==> src/inc/asf_pkg.sv <==
// asf_pkg: constants and carriers of the converter status block
// assumes 32-bit apb, byte offsets, system clock domain only
package asf_pkg;
  localparam int unsigned ADDR_W = 6;
  localparam int unsigned DATA_W = 32;
  localparam int unsigned RES_W = 16;
  // register byte offsets
  localparam logic [5:0] OFS_STATUS = 6'h00;
  localparam logic [5:0] OFS_MASK = 6'h04;
  localparam logic [5:0] OFS_MODE = 6'h08;
  localparam logic [5:0] OFS_FILTER = 6'h0C;
  localparam logic [5:0] OFS_CUR_CTRL = 6'h10;
  localparam logic [5:0] OFS_VT_RES = 6'h14;
  localparam logic [5:0] OFS_CUR_RES = 6'h18;
  localparam logic [5:0] OFS_THRESH = 6'h1C;
  localparam logic [5:0] OFS_CONFIG = 6'h20;
  // status bit positions
  localparam int unsigned ST_CAL = 15;
  localparam int unsigned ST_VT_ERR = 13;
  localparam int unsigned ST_CUR_ERR = 12;
  localparam int unsigned ST_CONT = 5;
  localparam int unsigned ST_THR = 4;
  localparam int unsigned ST_TEMP_RDY = 2;
  localparam int unsigned ST_VOLT_RDY = 1;
  localparam int unsigned ST_CUR_RDY = 0;
  // reserved and unused status positions
  localparam int unsigned ST_RSVD_HI = 14;
  localparam int unsigned ST_UNUSED_HI = 11;
  localparam int unsigned ST_UNUSED_LO = 6;
  localparam int unsigned ST_RSVD_LO = 3;
  localparam int unsigned IRQ_W = 8;
  // control bit positions
  localparam int unsigned MODE_CONT_EN = 5;
  localparam int unsigned CFG_CUR_EN = 0;
  localparam int unsigned CFG_VOLT_EN = 1;
  localparam int unsigned CFG_TEMP_EN = 2;
  localparam int unsigned CFG_CMP_EN = 3;
  // reset values and full-scale codes
  localparam logic [15:0] STATUS_RST = 16'h0000;
  localparam logic [7:0] MASK_RST = 8'h00;
  localparam logic [7:0] MODE_RST = 8'h00;
  localparam logic [15:0] FILTER_RST = 16'h0000;
  localparam logic [15:0] CUR_CTRL_RST = 16'h0000;
  localparam logic [15:0] THRESH_RST = 16'h0000;
  localparam logic [7:0] CONFIG_RST = 8'h00;
  localparam logic [15:0] RES_RST = 16'h0000;
  localparam logic [15:0] POS_FULL = 16'h7FFF;
  localparam logic [15:0] NEG_FULL = 16'h8000;
  localparam logic [31:0] ZERO_W = 32'h0000_0000;

  typedef struct packed {
    logic valid;
    logic over;
    logic under;
    logic [15:0] data;
  } asf_cur_evt_s;

  typedef struct packed {
    logic valid;
    logic over;
    logic under;
    logic is_temp;
    logic [15:0] data;
  } asf_vt_evt_s;
endpackage : asf_pkg

==> src/rtl/asf_status.sv <==
// asf_status: converter status flags, result holding and apb registers
// asf_sat: full-scale clamp, one instance per result register, voltage and temperature sharing one
// assumes conversion and calibration events come from logic on pclk
// assumes paddr carries byte addresses, one word per register
//
// Contract
// (RULE1) calibration end sets status bit 15
// (RULE2) mode/filter/current-control write clears bit 15
// (RULE3) voltage/temperature out-of-range sets bit 13
// (RULE4) out-of-range result saturates to full scale
// (RULE5) in-range stored v/t result clears bit 13
// (RULE6) current out-of-range sets bit 12
// (RULE7) in-range stored current result clears bit 12
// (RULE8) software ignores unused bits 11 to 6
// (RULE9) every current conversion sets bit 5
// (RULE10) bit 5 works only with mode enable
// (RULE11) current result read clears bits 5, 0
// (RULE12) current magnitude above threshold sets bit 4
// (RULE13) threshold flag only with comparator enabled
// (RULE14) any reconfiguration clears threshold flag
// (RULE15) stored temperature result sets bit 2
// (RULE16) stored voltage result sets bit 1
// (RULE17) stored current result sets bit 0
// (RULE18) calibration end sets enabled ready flags
// (RULE19) either result read clears bits 2, 1
// (RULE20) bits 7 to 0 masked, ored into interrupt
// (RULE21) results held until ready flags cleared; code stores new results regardless while core_down is high
// (RULE22) software sets mode bit 5, default 0
// (RULE23) reserved status bits read as zero
//
// The placing of the registers and the APB register port were left to the implementer.
`timescale 1ns/1ps
`default_nettype none
module asf_status
  import asf_pkg::*;
(
  // clock, reset, enable
  input wire logic pclk,
  input wire logic presetn,
  input wire logic ce,
  // apb slave
  input wire logic psel,
  input wire logic penable,
  input wire logic pwrite,
  input wire logic [asf_pkg::ADDR_W-1:0] paddr,
  input wire logic [asf_pkg::DATA_W-1:0] pwdata,
  output logic [asf_pkg::DATA_W-1:0] prdata,
  output logic pready,
  output logic pslverr,
  // converter datapath events
  input wire logic cal_done,
  input wire asf_pkg::asf_cur_evt_s cur_evt,
  input wire asf_pkg::asf_vt_evt_s vt_evt,
  input wire logic core_down,
  // outputs
  output logic adc_irq,
  output logic [7:0] mode_out,
  output logic [15:0] filter_out,
  output logic [15:0] cur_ctrl_out
);
  import asf_pkg::*;

  logic [15:0] status_ff;
  logic [15:0] nxt_status;
  logic [7:0] mask_ff;
  logic [7:0] mode_ff;
  logic [15:0] filter_ff;
  logic [15:0] cur_ctrl_ff;
  logic [15:0] thresh_ff;
  logic [7:0] config_ff;
  logic [15:0] cur_res_ff;
  logic [15:0] vt_res_ff;
  logic [31:0] prdata_ff;
  logic irq_ff;

  logic setup;
  logic access;
  logic wr;
  logic rd;
  logic mapped;
  logic wr_mode;
  logic wr_filter;
  logic wr_cur_ctrl;
  logic wr_config;
  logic wr_thresh;
  logic wr_mask;
  logic reconfig;
  logic rd_cur;
  logic rd_vt;
  logic cur_en;
  logic volt_en;
  logic temp_en;
  logic cmp_en;
  logic [15:0] cur_sat;
  logic [15:0] vt_sat;
  logic cur_ok;
  logic vt_ok;
  logic cur_store;
  logic vt_store;
  logic [16:0] cur_mag;
  logic [31:0] rd_mux;

  // apb phases
  assign setup = psel & ~penable;
  assign access = psel & penable & ce;
  assign wr = access & pwrite;
  assign rd = access & ~pwrite;

  always_comb
  begin
    unique case (paddr)
      OFS_STATUS, OFS_MASK, OFS_MODE, OFS_FILTER,
      OFS_CUR_CTRL, OFS_VT_RES, OFS_CUR_RES,
      OFS_THRESH, OFS_CONFIG: mapped = 1'b1;
      default: mapped = 1'b0;
    endcase
  end

  assign wr_mode = wr & (paddr == OFS_MODE);
  assign wr_filter = wr & (paddr == OFS_FILTER);
  assign wr_cur_ctrl = wr & (paddr == OFS_CUR_CTRL);
  assign wr_config = wr & (paddr == OFS_CONFIG);
  assign wr_thresh = wr & (paddr == OFS_THRESH);
  assign wr_mask = wr & (paddr == OFS_MASK);
  assign rd_cur = rd & (paddr == OFS_CUR_RES);
  assign rd_vt = rd & (paddr == OFS_VT_RES);
  assign reconfig = wr_mode | wr_filter | wr_cur_ctrl | wr_config;

  assign cur_en = config_ff[CFG_CUR_EN];
  assign volt_en = config_ff[CFG_VOLT_EN];
  assign temp_en = config_ff[CFG_TEMP_EN];
  assign cmp_en = config_ff[CFG_CMP_EN];

  // saturation of out-of-range results
  asf_sat u_sat_cur
  (
    .raw(cur_evt.data),
    .over(cur_evt.over),
    .under(cur_evt.under),
    .clamped(cur_sat)
  );

  asf_sat u_sat_vt
  (
    .raw(vt_evt.data),
    .over(vt_evt.over),
    .under(vt_evt.under),
    .clamped(vt_sat)
  );

  // result registers accept data once ready flags are clear, or at any time while core_down is high
  // bit 5 counts as a ready flag of the current result
  assign cur_ok = ~status_ff[ST_CUR_RDY] & ~status_ff[ST_CONT];
  assign vt_ok = ~status_ff[ST_TEMP_RDY] & ~status_ff[ST_VOLT_RDY];
  assign cur_store = cur_evt.valid & cur_en & (cur_ok | core_down); // [RULE21]
  assign vt_store = vt_evt.valid & (vt_evt.is_temp ? temp_en : volt_en)
                    & (vt_ok | core_down); // [RULE21]

  // magnitude of the clamped current value, 17 bits for negative full scale
  assign cur_mag = cur_sat[RES_W-1] ? (17'h0_0000 - {cur_sat[RES_W-1], cur_sat})
                                    : {1'b0, cur_sat};

  // current result register
  always_ff @(posedge pclk or negedge presetn)
  begin
    if (!presetn)
      cur_res_ff <= RES_RST;
    else if (ce && cur_store)
      cur_res_ff <= cur_sat;
  end

  // voltage/temperature result register
  always_ff @(posedge pclk or negedge presetn)
  begin
    if (!presetn)
      vt_res_ff <= RES_RST;
    else if (ce && vt_store)
      vt_res_ff <= vt_sat;
  end

  // status flag update: clears first, then sets so a set wins, reserved and unused bits forced to zero at the end
  always_comb
  begin
    nxt_status = status_ff;
    if (wr_mode | wr_filter | wr_cur_ctrl)
      nxt_status[ST_CAL] = 1'b0; // [RULE2]
    if (reconfig)
      nxt_status[ST_THR] = 1'b0; // [RULE14]
    if (rd_cur)
    begin
      nxt_status[ST_CONT] = 1'b0; // [RULE11]
      nxt_status[ST_CUR_RDY] = 1'b0; // [RULE11]
      nxt_status[ST_TEMP_RDY] = 1'b0; // [RULE19]
      nxt_status[ST_VOLT_RDY] = 1'b0; // [RULE19]
    end
    if (rd_vt)
    begin
      nxt_status[ST_TEMP_RDY] = 1'b0; // [RULE19]
      nxt_status[ST_VOLT_RDY] = 1'b0; // [RULE19]
      // current channel off: a v/t read also clears ready bit 0, bit 5 is left as it is
      if (!cur_en)
        nxt_status[ST_CUR_RDY] = 1'b0;
    end
    if (!mode_ff[MODE_CONT_EN])
      nxt_status[ST_CONT] = 1'b0; // [RULE10]
    if (!cmp_en)
      nxt_status[ST_THR] = 1'b0; // [RULE13]
    if (cur_store && !(cur_evt.over || cur_evt.under))
      nxt_status[ST_CUR_ERR] = 1'b0; // [RULE7]
    if (vt_store && !(vt_evt.over || vt_evt.under))
      nxt_status[ST_VT_ERR] = 1'b0; // [RULE5]
    // sets
    if (cal_done)
    begin
      nxt_status[ST_CAL] = 1'b1; // [RULE1]
      if (cur_en)
        nxt_status[ST_CUR_RDY] = 1'b1; // [RULE18]
      if (volt_en)
        nxt_status[ST_VOLT_RDY] = 1'b1; // [RULE18]
      if (temp_en)
        nxt_status[ST_TEMP_RDY] = 1'b1; // [RULE18]
    end
    if (cur_evt.valid && cur_en)
    begin
      if (cur_evt.over || cur_evt.under)
        nxt_status[ST_CUR_ERR] = 1'b1; // [RULE6]
      if (mode_ff[MODE_CONT_EN])
        nxt_status[ST_CONT] = 1'b1; // [RULE9] [RULE10]
      if (cmp_en && (cur_mag > {1'b0, thresh_ff}))
        nxt_status[ST_THR] = 1'b1; // [RULE12] [RULE13]
    end
    if (vt_evt.valid && (vt_evt.is_temp ? temp_en : volt_en)
        && (vt_evt.over || vt_evt.under))
      nxt_status[ST_VT_ERR] = 1'b1; // [RULE3]
    if (cur_store)
      nxt_status[ST_CUR_RDY] = 1'b1; // [RULE17]
    if (vt_store && vt_evt.is_temp)
      nxt_status[ST_TEMP_RDY] = 1'b1; // [RULE15]
    if (vt_store && !vt_evt.is_temp)
      nxt_status[ST_VOLT_RDY] = 1'b1; // [RULE16]
    // reserved and unused bits never hold a one
    nxt_status[ST_RSVD_HI] = 1'b0; // [RULE23]
    nxt_status[ST_UNUSED_HI:ST_UNUSED_LO] = '0; // [RULE23] [RULE8]
    nxt_status[ST_RSVD_LO] = 1'b0; // [RULE23]
  end

  always_ff @(posedge pclk or negedge presetn)
  begin
    if (!presetn)
      status_ff <= STATUS_RST;
    else if (ce)
      status_ff <= nxt_status;
  end

  // software-written control registers, one flop group each
  always_ff @(posedge pclk or negedge presetn)
  begin
    if (!presetn)
      mask_ff <= MASK_RST;
    else if (ce && wr_mask)
      mask_ff <= pwdata[7:0];
  end

  always_ff @(posedge pclk or negedge presetn)
  begin
    if (!presetn)
      mode_ff <= MODE_RST; // [RULE22]
    else if (ce && wr_mode)
      mode_ff <= pwdata[7:0];
  end

  always_ff @(posedge pclk or negedge presetn)
  begin
    if (!presetn)
      filter_ff <= FILTER_RST;
    else if (ce && wr_filter)
      filter_ff <= pwdata[15:0];
  end

  always_ff @(posedge pclk or negedge presetn)
  begin
    if (!presetn)
      cur_ctrl_ff <= CUR_CTRL_RST;
    else if (ce && wr_cur_ctrl)
      cur_ctrl_ff <= pwdata[15:0];
  end

  always_ff @(posedge pclk or negedge presetn)
  begin
    if (!presetn)
      thresh_ff <= THRESH_RST;
    else if (ce && wr_thresh)
      thresh_ff <= pwdata[15:0];
  end

  always_ff @(posedge pclk or negedge presetn)
  begin
    if (!presetn)
      config_ff <= CONFIG_RST;
    else if (ce && wr_config)
      config_ff <= pwdata[7:0];
  end

  // interrupt from low status byte
  always_ff @(posedge pclk or negedge presetn)
  begin
    if (!presetn)
      irq_ff <= 1'b0;
    else if (ce)
      irq_ff <= |(nxt_status[IRQ_W-1:0] & mask_ff); // [RULE20]
  end

  // read data captured in the setup cycle
  always_comb
  begin
    rd_mux = ZERO_W;
    unique case (paddr)
      OFS_STATUS: rd_mux = {16'h0000, status_ff};
      OFS_MASK: rd_mux = {24'h00_0000, mask_ff};
      OFS_MODE: rd_mux = {24'h00_0000, mode_ff};
      OFS_FILTER: rd_mux = {16'h0000, filter_ff};
      OFS_CUR_CTRL: rd_mux = {16'h0000, cur_ctrl_ff};
      OFS_VT_RES: rd_mux = {16'h0000, vt_res_ff};
      OFS_CUR_RES: rd_mux = {16'h0000, cur_res_ff};
      OFS_THRESH: rd_mux = {16'h0000, thresh_ff};
      OFS_CONFIG: rd_mux = {24'h00_0000, config_ff};
      default: rd_mux = ZERO_W;
    endcase
  end

  // loaded at setup so the read clear at the access edge cannot race it
  always_ff @(posedge pclk or negedge presetn)
  begin
    if (!presetn)
      prdata_ff <= ZERO_W;
    else if (ce && setup && !pwrite)
      prdata_ff <= rd_mux;
  end

  assign prdata = prdata_ff;
  assign pready = ce;
  assign pslverr = psel & penable & ~mapped;
  assign adc_irq = irq_ff;
  assign mode_out = mode_ff;
  assign filter_out = filter_ff;
  assign cur_ctrl_out = cur_ctrl_ff;
endmodule : asf_status

// asf_sat: clamps one conversion result to full scale on a range error
module asf_sat
  import asf_pkg::*;
#(
  parameter int unsigned W = asf_pkg::RES_W,
  parameter logic [W-1:0] FULL_POS = asf_pkg::POS_FULL,
  parameter logic [W-1:0] FULL_NEG = asf_pkg::NEG_FULL
)
(
  // raw result and range flags
  input wire logic [W-1:0] raw,
  input wire logic over,
  input wire logic under,
  // value to store
  output logic [W-1:0] clamped
);
  import asf_pkg::*;

  // over wins when both flags are up
  always_comb
  begin
    clamped = raw;
    if (over)
      clamped = FULL_POS; // [RULE4]
    else if (under)
      clamped = FULL_NEG; // [RULE4]
  end
endmodule : asf_sat
`default_nettype wire

==> config.mk <==
export PLATFORM = sky130hd
export DESIGN_NAME = asf_status
export DESIGN_NICKNAME = d
export VERILOG_FILES = /design/src/inc/asf_pkg.sv /design/src/rtl/asf_status.sv
export SDC_FILE = /design/constraint.sdc
export NUM_CORES = 1
export LEC_CHECK = 0
export BUFFER_PORTS_ARGS = -buffer_cell sky130_fd_sc_hd__buf_2
export CAP_MARGIN = 20
export CORE_ASPECT_RATIO = 1.1
export CORE_MARGIN = 5
export CORE_UTILIZATION = 55
export DETAILED_ROUTE_END_ITERATION = 10
export PLACE_DENSITY = 0.92
export SYNTH_ARGS = -nofsm -noshare
export SYNTH_HDL_FRONTEND = slang
export SYNTH_SLANG_ARGS = --single-unit
==> constraint.sdc <==
create_clock -name pclk -period 2.7 [get_ports pclk]
set_input_delay 0.675 -clock pclk [delete_from_list [all_inputs] [get_ports pclk]]
set_output_delay 0.675 -clock pclk [all_outputs]
set_load 0.1 [all_outputs]
==> flow_metrics.tcl, run 1 <==
set metrics [dict create \
    vias_per_cell 6.733 \
    seq_area_frac_synth_pct 44.59 \
    cp_cell_sequence "buf_6 -> a21oi_4 -> ha_2 -> nor2b_4 -> nand2_1 -> nand3_1 -> a21oi_1 -> o21bai_1 -> ha_1 -> a21oi_1 -> o21ai_0 -> a221o_1 -> o31ai_4 -> a211oi_2" \
    crit_path_end_kind "flop" \
    io_buffers 127 \
    period_minus_slack_ns 2.975 \
    reg2regPathDepth 7 \
    switching_power_mw 2.095 \
    p_per_area_nw_per_um2 658.1 \
    rows 44 \
    crit_path_start "cur_evt[0]" \
    crit_fanout 3 \
    busiest_layer "met2" \
    nFillCells 815 \
    drv_cap 0 \
    status "complete, but fails checks" \
    drt_pass1_iterations 6 \
    drive_above_1_share_pct 39.49 \
    grt_util_met1_pct 37.13 \
    grt_max_degree 46 \
    synth_edf_count 0 \
    die_x_um 119.4 \
    drcViolationCount 0 \
    postLayoutCellArea_um2 9253 \
    sw_frac_of_total_pct 34.41 \
    tns_ns -0.5323 \
    die_height_um 130.3 \
    clkPwrFrac_pct 39.8 \
    final-setup-viol-count 2 \
    insertion_delay_ns 0.42 \
    place.gp.congestion 0.9705 \
    wl_per_cell_um 24.02 \
    crit_arrival_ns 3.25 \
    ant_nets 0 \
    cts-htree-levels 4 \
    slew_headroom_pct 53.40 \
    clock_skew_ns 0.01041 \
    combPwrFrac_pct 23.3 \
    critPathTopFamily "compound AO/OA/AOI/OAI gates" \
    ir_drop_mv 0.5241 \
    tightest_slew_ns 0.6965 \
    fmax_mhz 336.2 \
    cts_buffer_depth 2 \
    cts.sinks 129 \
    antenna_cells 0 \
    crit_cells 14 \
    max_stage_delay_ns 0.42 \
    core_area_um2 13050 \
    worstSetupEndpoint "adc_irq" \
    cts-root-buf "clkbuf_16" \
    syn_to_final_growth_pct 27.81 \
    antenna_found_initial 0 \
    avgSynthCellArea_um2 10.14 \
    p_leak_nw 4.482 \
    wl_um 25580 \
    synth_top_flop_cell "dfrtp_1" \
    met3_usage_pct 10.62 \
    drt_iter0_drc 1183 \
    dieArea_um2 15560 \
    dpl_cell_area_um2 8456 \
    synthCells 714 \
    violations "setup timing" \
    rsz0062_at_grt "yes" \
    async_flop_share_pct 100.0 \
    hpwl_um 16110 \
    path_clk_slew_ns 0.06 \
    cp-start-kind "primary input" \
    postCtsHoldBufs 0 \
    slew_viol_final 0 \
    fin_crit_sh_pct 110.2 \
    vias 7171 \
    fin_ws_ns -0.2749 \
    path_buf_inv 1 \
    required_ns 2.97 \
    pwr-share-seq_pct 36.9 \
    timing.critical_path.mode_cell "a21oi_1" \
    r2r_setup_slack_ns 0.52 \
    finalHoldViolCount 0 \
    cts_made_buffers 17 \
    hp-class "primary input to asynchronous set/reset pin" \
    crit_type "primary input to flop" \
    ios 160 \
    grt_pass1_wl_um 38090 \
    ys_ff_latch 129 \
    ys_warn_count 0 \
    synth.distinct_cells 66 \
    grt_use_total_pct 31.69 \
    r2r_start "thresh_ff[4]" \
    cts_tree "yes" \
    first_global_vias 7013 \
    nNetsFinal 993 \
    initial_core_util_pct 55.49 \
    intPower_mw 3.994 \
    slowest_stage "a221o_1" \
    gr-usage-met2_pct 51.21 \
    grt_overflow 0 \
    rr_endpoint "adc_irq" \
    netlist_area_um2 7239 \
]
-- kinds of logic (layout without fill, tap and decap cells) --
family / after synthesis / in the layout / share of synthesized area [%]
mux: 97 / 97 / 16.13
buf+inv: 83 / 258 / 5.582
flops: 129 / 129 / 44.59
fa+ha+maj: 17 / 17 / 2.938
simple gates: 186 / 186 / 12.63
other cells: 1 / 16 / 0.05180
compound gates: 199 / 199 / 17.84
xor+xnor: 2 / 2 / 0.2420
-- power groups by stage --
| stage | sequential (mW) | clock, mW | combinational (mW) |
|---|---|---|---|
| finish | 2.25 | 2.42 | 1.42 |
| global route | 2.26 | 2.50 | 1.49 |
| CTS | 2.23 | 2.42 | 1.38 |
| detailed placement | 2.26 | 0 | 1.32 |
| global placement | 2.25 | 0 | 1.29 |
| floorplan | 2.69 | 0 | 0.516 |
-- registers in the layout, indices dropped and copies added (netlist names) --
register,flops
prdata,16
config_ff,8
cur_ctrl_out,16
vt_res_ff,16
adc_irq,1
mask_ff,8
filter_out,16
cur_res_ff,16
thresh_ff,16
status_ff,8
mode_out,8
-- what timing repair did --
item	CTS	global route
gates resized for setup	18	10
hold endpoints to repair	0	0
buffers inserted	2	1
setup endpoints to repair	2	2
pin swaps	9	3
gates cloned	0	0
-- worst register-to-register path: cells and delay by family, from the launching register on --
| family | cells | cell delay, ns |
|---|---|---|
| fa+ha+maj | 1 | 0.37 |
| compound gates | 5 | 1.20 |
| flops | 1 | 0.39 |
| buf+inv | 1 | 0.08 |
-- layout make-up --
cell class | instances | area [um^2] | share of cell area, %
inverter | 23 | 91.34 | 0.9872
timing repair buffer | 203 | 1276 | 13.79
tap | 161 | 201.4 | 2.177
sequential | 129 | 3228 | 34.89
clock inverter | 12 | 155.1 | 1.677
multi-input combinational | 517 | 3834 | 41.43
clock buffer | 20 | 466.7 | 5.044
-- routing by layer --
metal	routed length, um	vias up
li1	-	2933
met1	8994	3362
met2	11740	652
met3	2897	224
met4	1944	0
met5	0	-
-- synth_stat cells (4+ instances only) --
cell type,number,area [um^2]
mux2_4,9,135.1
o22ai_1,5,31.28
nand2_1,31,116.4
or2_2,8,50.05
a22o_1,11,96.34
nor2_1,70,262.8
clkbuf_1,29,108.9
nor4_1,5,31.28
o211ai_1,4,30.03
nand3_1,16,80.08
o21bai_1,11,82.58
o31ai_1,9,67.56
nand4_1,8,50.05
buf_4,20,150.1
mux2_2,71,799.5
a2bb2oi_1,4,35.03
a22oi_1,13,97.59
and3_1,5,31.28
buf_2,8,40.04
a221oi_1,7,61.31
o21a_1,4,30.03
nor3_1,11,55.05
a21o_1,6,45.04
a31oi_1,7,43.79
ha_1,17,212.7
mux4_2,5,112.6
nor2b_1,11,68.82
inv_1,23,86.33
mux2i_1,12,120.1
dfrtp_1,129,3228
o21ai_0,30,150.1
a21oi_1,68,340.3
-- stage by stage --
stage	power, mW	utilization (%)	worst slack [ns]	hold WS (ns)	std cells
CTS	6.026	70.31	-0.1460	0.2706	1063
floorplan	3.202	-	-0.6429	0.3794	729
finish	6.089	70.91	-0.2749	0.2640	1065
detailed placement	3.580	64.81	-0.7589	0.4662	1029
global placement	3.539	64.81	-0.6799	0.4637	1029
global route	6.243	70.91	-0.3474	0.3063	1065
-- worst min-delay path by stage --
stage | from | end | slack (ns)
floorplan | presetn | adc_irq | 0.38
global placement | status_ff[12] | status_ff[12] | 0.46
detailed placement | cur_res_ff[9] | cur_res_ff[9] | 0.47
CTS | presetn | filter_out[4] | 0.27
global route | presetn | filter_out[4] | 0.31
finish | presetn | filter_out[4] | 0.26
-- cells in the final DEF (no fill, tap or decap), types with 5 or more instances in the layout --
master      count
and3_1          5
buf_4          75
a22oi_1        13
buf_2         121
o21bai_1        9
mux2_2         71
nor3_1          8
a31oi_1         6
nor2b_1        10
clkinvlp_4      5
dfrtp_1       129
mux2i_1        12
conb_1         16
a21o_1          6
clkbuf_16      17
o21ai_0        28
a21oi_1        65
o22ai_1         5
or2_2           8
a22o_1         11
nor2_1         68
mux2_4          9
ha_1           14
o31ai_1         8
a221oi_1        7
mux4_2          5
inv_1          22
nand2_1        31
nand4_1         8
nand3_1        15
No activity file was read; power rests on OpenSTA's default activity.
==> run 2: changes to the inputs <==
CTS_CLUSTER_DIAMETER = 120   (was not set)
clock period = 3.47 ns   (was 2.7 ns; I/O delays follow)
==> run 2 against run 1 <==
Against the previous run:
- the run now ends clean
- design area fell by 3.1%
- cell count fell by 2.8%
- count of clock-buffer cells in the layout rose by 3
- setup slack improved by 0.39 ns
- total power fell by 22%
- sequential share of layout area rose by 1.1 points
- routed wire length fell by 8.8%
- critical path depth fell by 1
- die area did not move
- sequential power fell by 23%
- core utilization fell by 2.2 points
- largest cell class unchanged
- largest power group unchanged
==> flow_metrics.tcl, run 2 (synthesis results as in run 1) <==
set metrics [dict create \
    ir_drop_mv 0.3907 \
    holdWs_ns 0.4879 \
    final-setup-viol-count 0 \
    syn_to_final_growth_pct 23.89 \
    crit_type "primary input to flop" \
    first_global_vias 6638 \
    combPwrFrac_pct 22.1 \
    cts-root-buf "clkbuf_16" \
    grt_overflow 0 \
    rows 44 \
    final_common_cell "dfrtp_1" \
    fin_crit_sh_pct 96.71 \
    path_clk_slew_ns 0.06 \
    fmax_mhz 298.0 \
    pwr-share-seq_pct 36.7 \
    drv_cap 0 \
    reg2regPathDepth 6 \
    hpwl_um 15400 \
    dieArea_um2 15560 \
    insertion_delay_ns 0.43 \
    slew_viol_final 0 \
    period_minus_slack_ns 3.356 \
    worstSetupEndpoint "status_ff[4]" \
    cts.sinks 129 \
    antenna_cells 0 \
    finalHoldViolCount 0 \
    postLayoutCellArea_um2 8969 \
    required_ns 3.76 \
    layout_common_cells "dfrtp_1 (129), buf_2 (125), mux2_2 (71)" \
    vias 6797 \
    nNetsFinal 964 \
    core_area_um2 13050 \
    dp_cells 1001 \
    cts_buffer_depth 2 \
    tightest_slew_ns 0.8614 \
    ant_nets 0 \
    grt_max_degree 70 \
    cts-htree-levels 4 \
    cp-start-kind "primary input" \
    hp-start "cur_res_ff[10]" \
    crit_fanout 3 \
    slew_headroom_pct 42.58 \
    antenna_found_initial 0 \
    wl_per_cell_um 22.54 \
    cts_made_buffers 17 \
    ios 160 \
    switching_power_mw 1.559 \
    dpl_cell_area_um2 8258 \
    r2r_setup_slack_ns 1.32 \
    wl_met1_um 8462 \
    p_leak_nw 4.347 \
    place.gp.congestion 0.9423 \
    drive_above_1_share_pct 36.16 \
    crit_arrival_ns 3.65 \
    die_x_um 119.4 \
    grt_use_total_pct 30.04 \
    postCtsHoldBufs 0 \
    clock_skew_ns 0.009297 \
    vias_per_cell 6.567 \
    layoutNonFillerInstCount 1035 \
    intPower_mw 3.190 \
    drcViolationCount 0 \
    grt_pass1_wl_um 36160 \
    sw_frac_of_total_pct 32.83 \
    io_buffers 127 \
    power_mw 4.749 \
    slowest_stage "a221o_1" \
    highest_layer "met4" \
    wl_um 23330 \
    post-route-util_pct 68.74 \
    nFillCells 861 \
    crit_path_end_kind "flop" \
    drt_iter0_drc 957 \
    r2r_start "config_ff[1]" \
    cts_tree "yes" \
    drt_pass1_iterations 7 \
    clkPwrFrac_pct 41.1 \
    max_stage_delay_ns 0.37 \
    die_height_um 130.3 \
    hp-class "flop to flop" \
    p_per_area_nw_per_um2 529.5 \
    initial_core_util_pct 55.49 \
    crit_path_start "cur_evt[6]" \
    cp_cell_sequence "buf_2 -> nor4_1 -> a31oi_1 -> or2_2 -> o21bai_1 -> a221o_1 -> ha_1 -> nand3_2 -> nor3_1 -> a221o_1 -> o31ai_2 -> buf_4 -> a31oi_1" \
    status "finished, final reports clean" \
    wl_met3_um 2331 \
    wl_met2_um 10960 \
    rr_endpoint "vt_res_ff[9]" \
]
-- run 2: repair_timing --
action,CTS,global route
resized for setup,0,6
endpoints found under the setup margin,0,2
buffers inserted,0,2
-- run 2: how the worst min path moves through the flow --
| stage | end | slack (ns) | depth (start not counted) |
|---|---|---|---|
| after floorplan | status_ff[12] | 0.44 | 2 |
| after global placement | cur_res_ff[11] | 0.47 | 2 |
| after detailed placement | cur_res_ff[0] | 0.48 | 2 |
| after CTS | cur_res_ff[11] | 0.49 | 2 |
| after global routing | cur_res_ff[10] | 0.51 | 2 |
| final | cur_res_ff[10] | 0.49 | 2 |
-- run 2: cell type report --
cell class	count	area [um^2]	share of cell area, %
Multi-Input combinational cell	517	3762	41.95
Sequential cell	129	3228	35.99
Timing Repair Buffer	174	1039	11.58
Clock buffer	23	498.0	5.552
Tap cell	161	201.4	2.246
Clock inverter	8	148.9	1.660
Inverter	23	91.34	1.018
-- run 2: critical path: cells and delay by family --
| family | cells | cell delay (ns) |
|---|---|---|
| AO/OA/AOI/OAI | 6 | 1.37 |
| AND/OR/NAND/NOR | 4 | 0.83 |
| buffers and inverters | 2 | 0.29 |
| adder cells (fa/ha/maj) | 1 | 0.29 |
-- run 2: power by group through the flow --
stage / Sequential [mW] / Combinational [mW] / Clock (mW)
2_1_floorplan: 2.09 / 0.401 / 0
3_3_place_gp: 1.75 / 0.986 / 0
3_5_place_dp: 1.75 / 1.01 / 0
5_1_grt: 1.75 / 1.10 / 2.03
4_1_cts: 1.74 / 1.03 / 1.94
6_report: 1.74 / 1.05 / 1.95
-- run 2: through the flow --
stage	setup TNS (ns)	setup WS [ns]
after floorplan	-0.1200	-0.06542
after global placement	-0.4646	-0.2388
after detailed placement	-0.6175	-0.3175
after CTS	0	0.1152
after global routing	-0.02982	-0.01956
final	0	0.1142
-- run 2: layer usage --
metal	global-route usage, %	up-vias
met5	0	-
met4	18.26	0
met3	7.412	166
met2	47.82	533
met1	37.35	3214
li1	-	2884
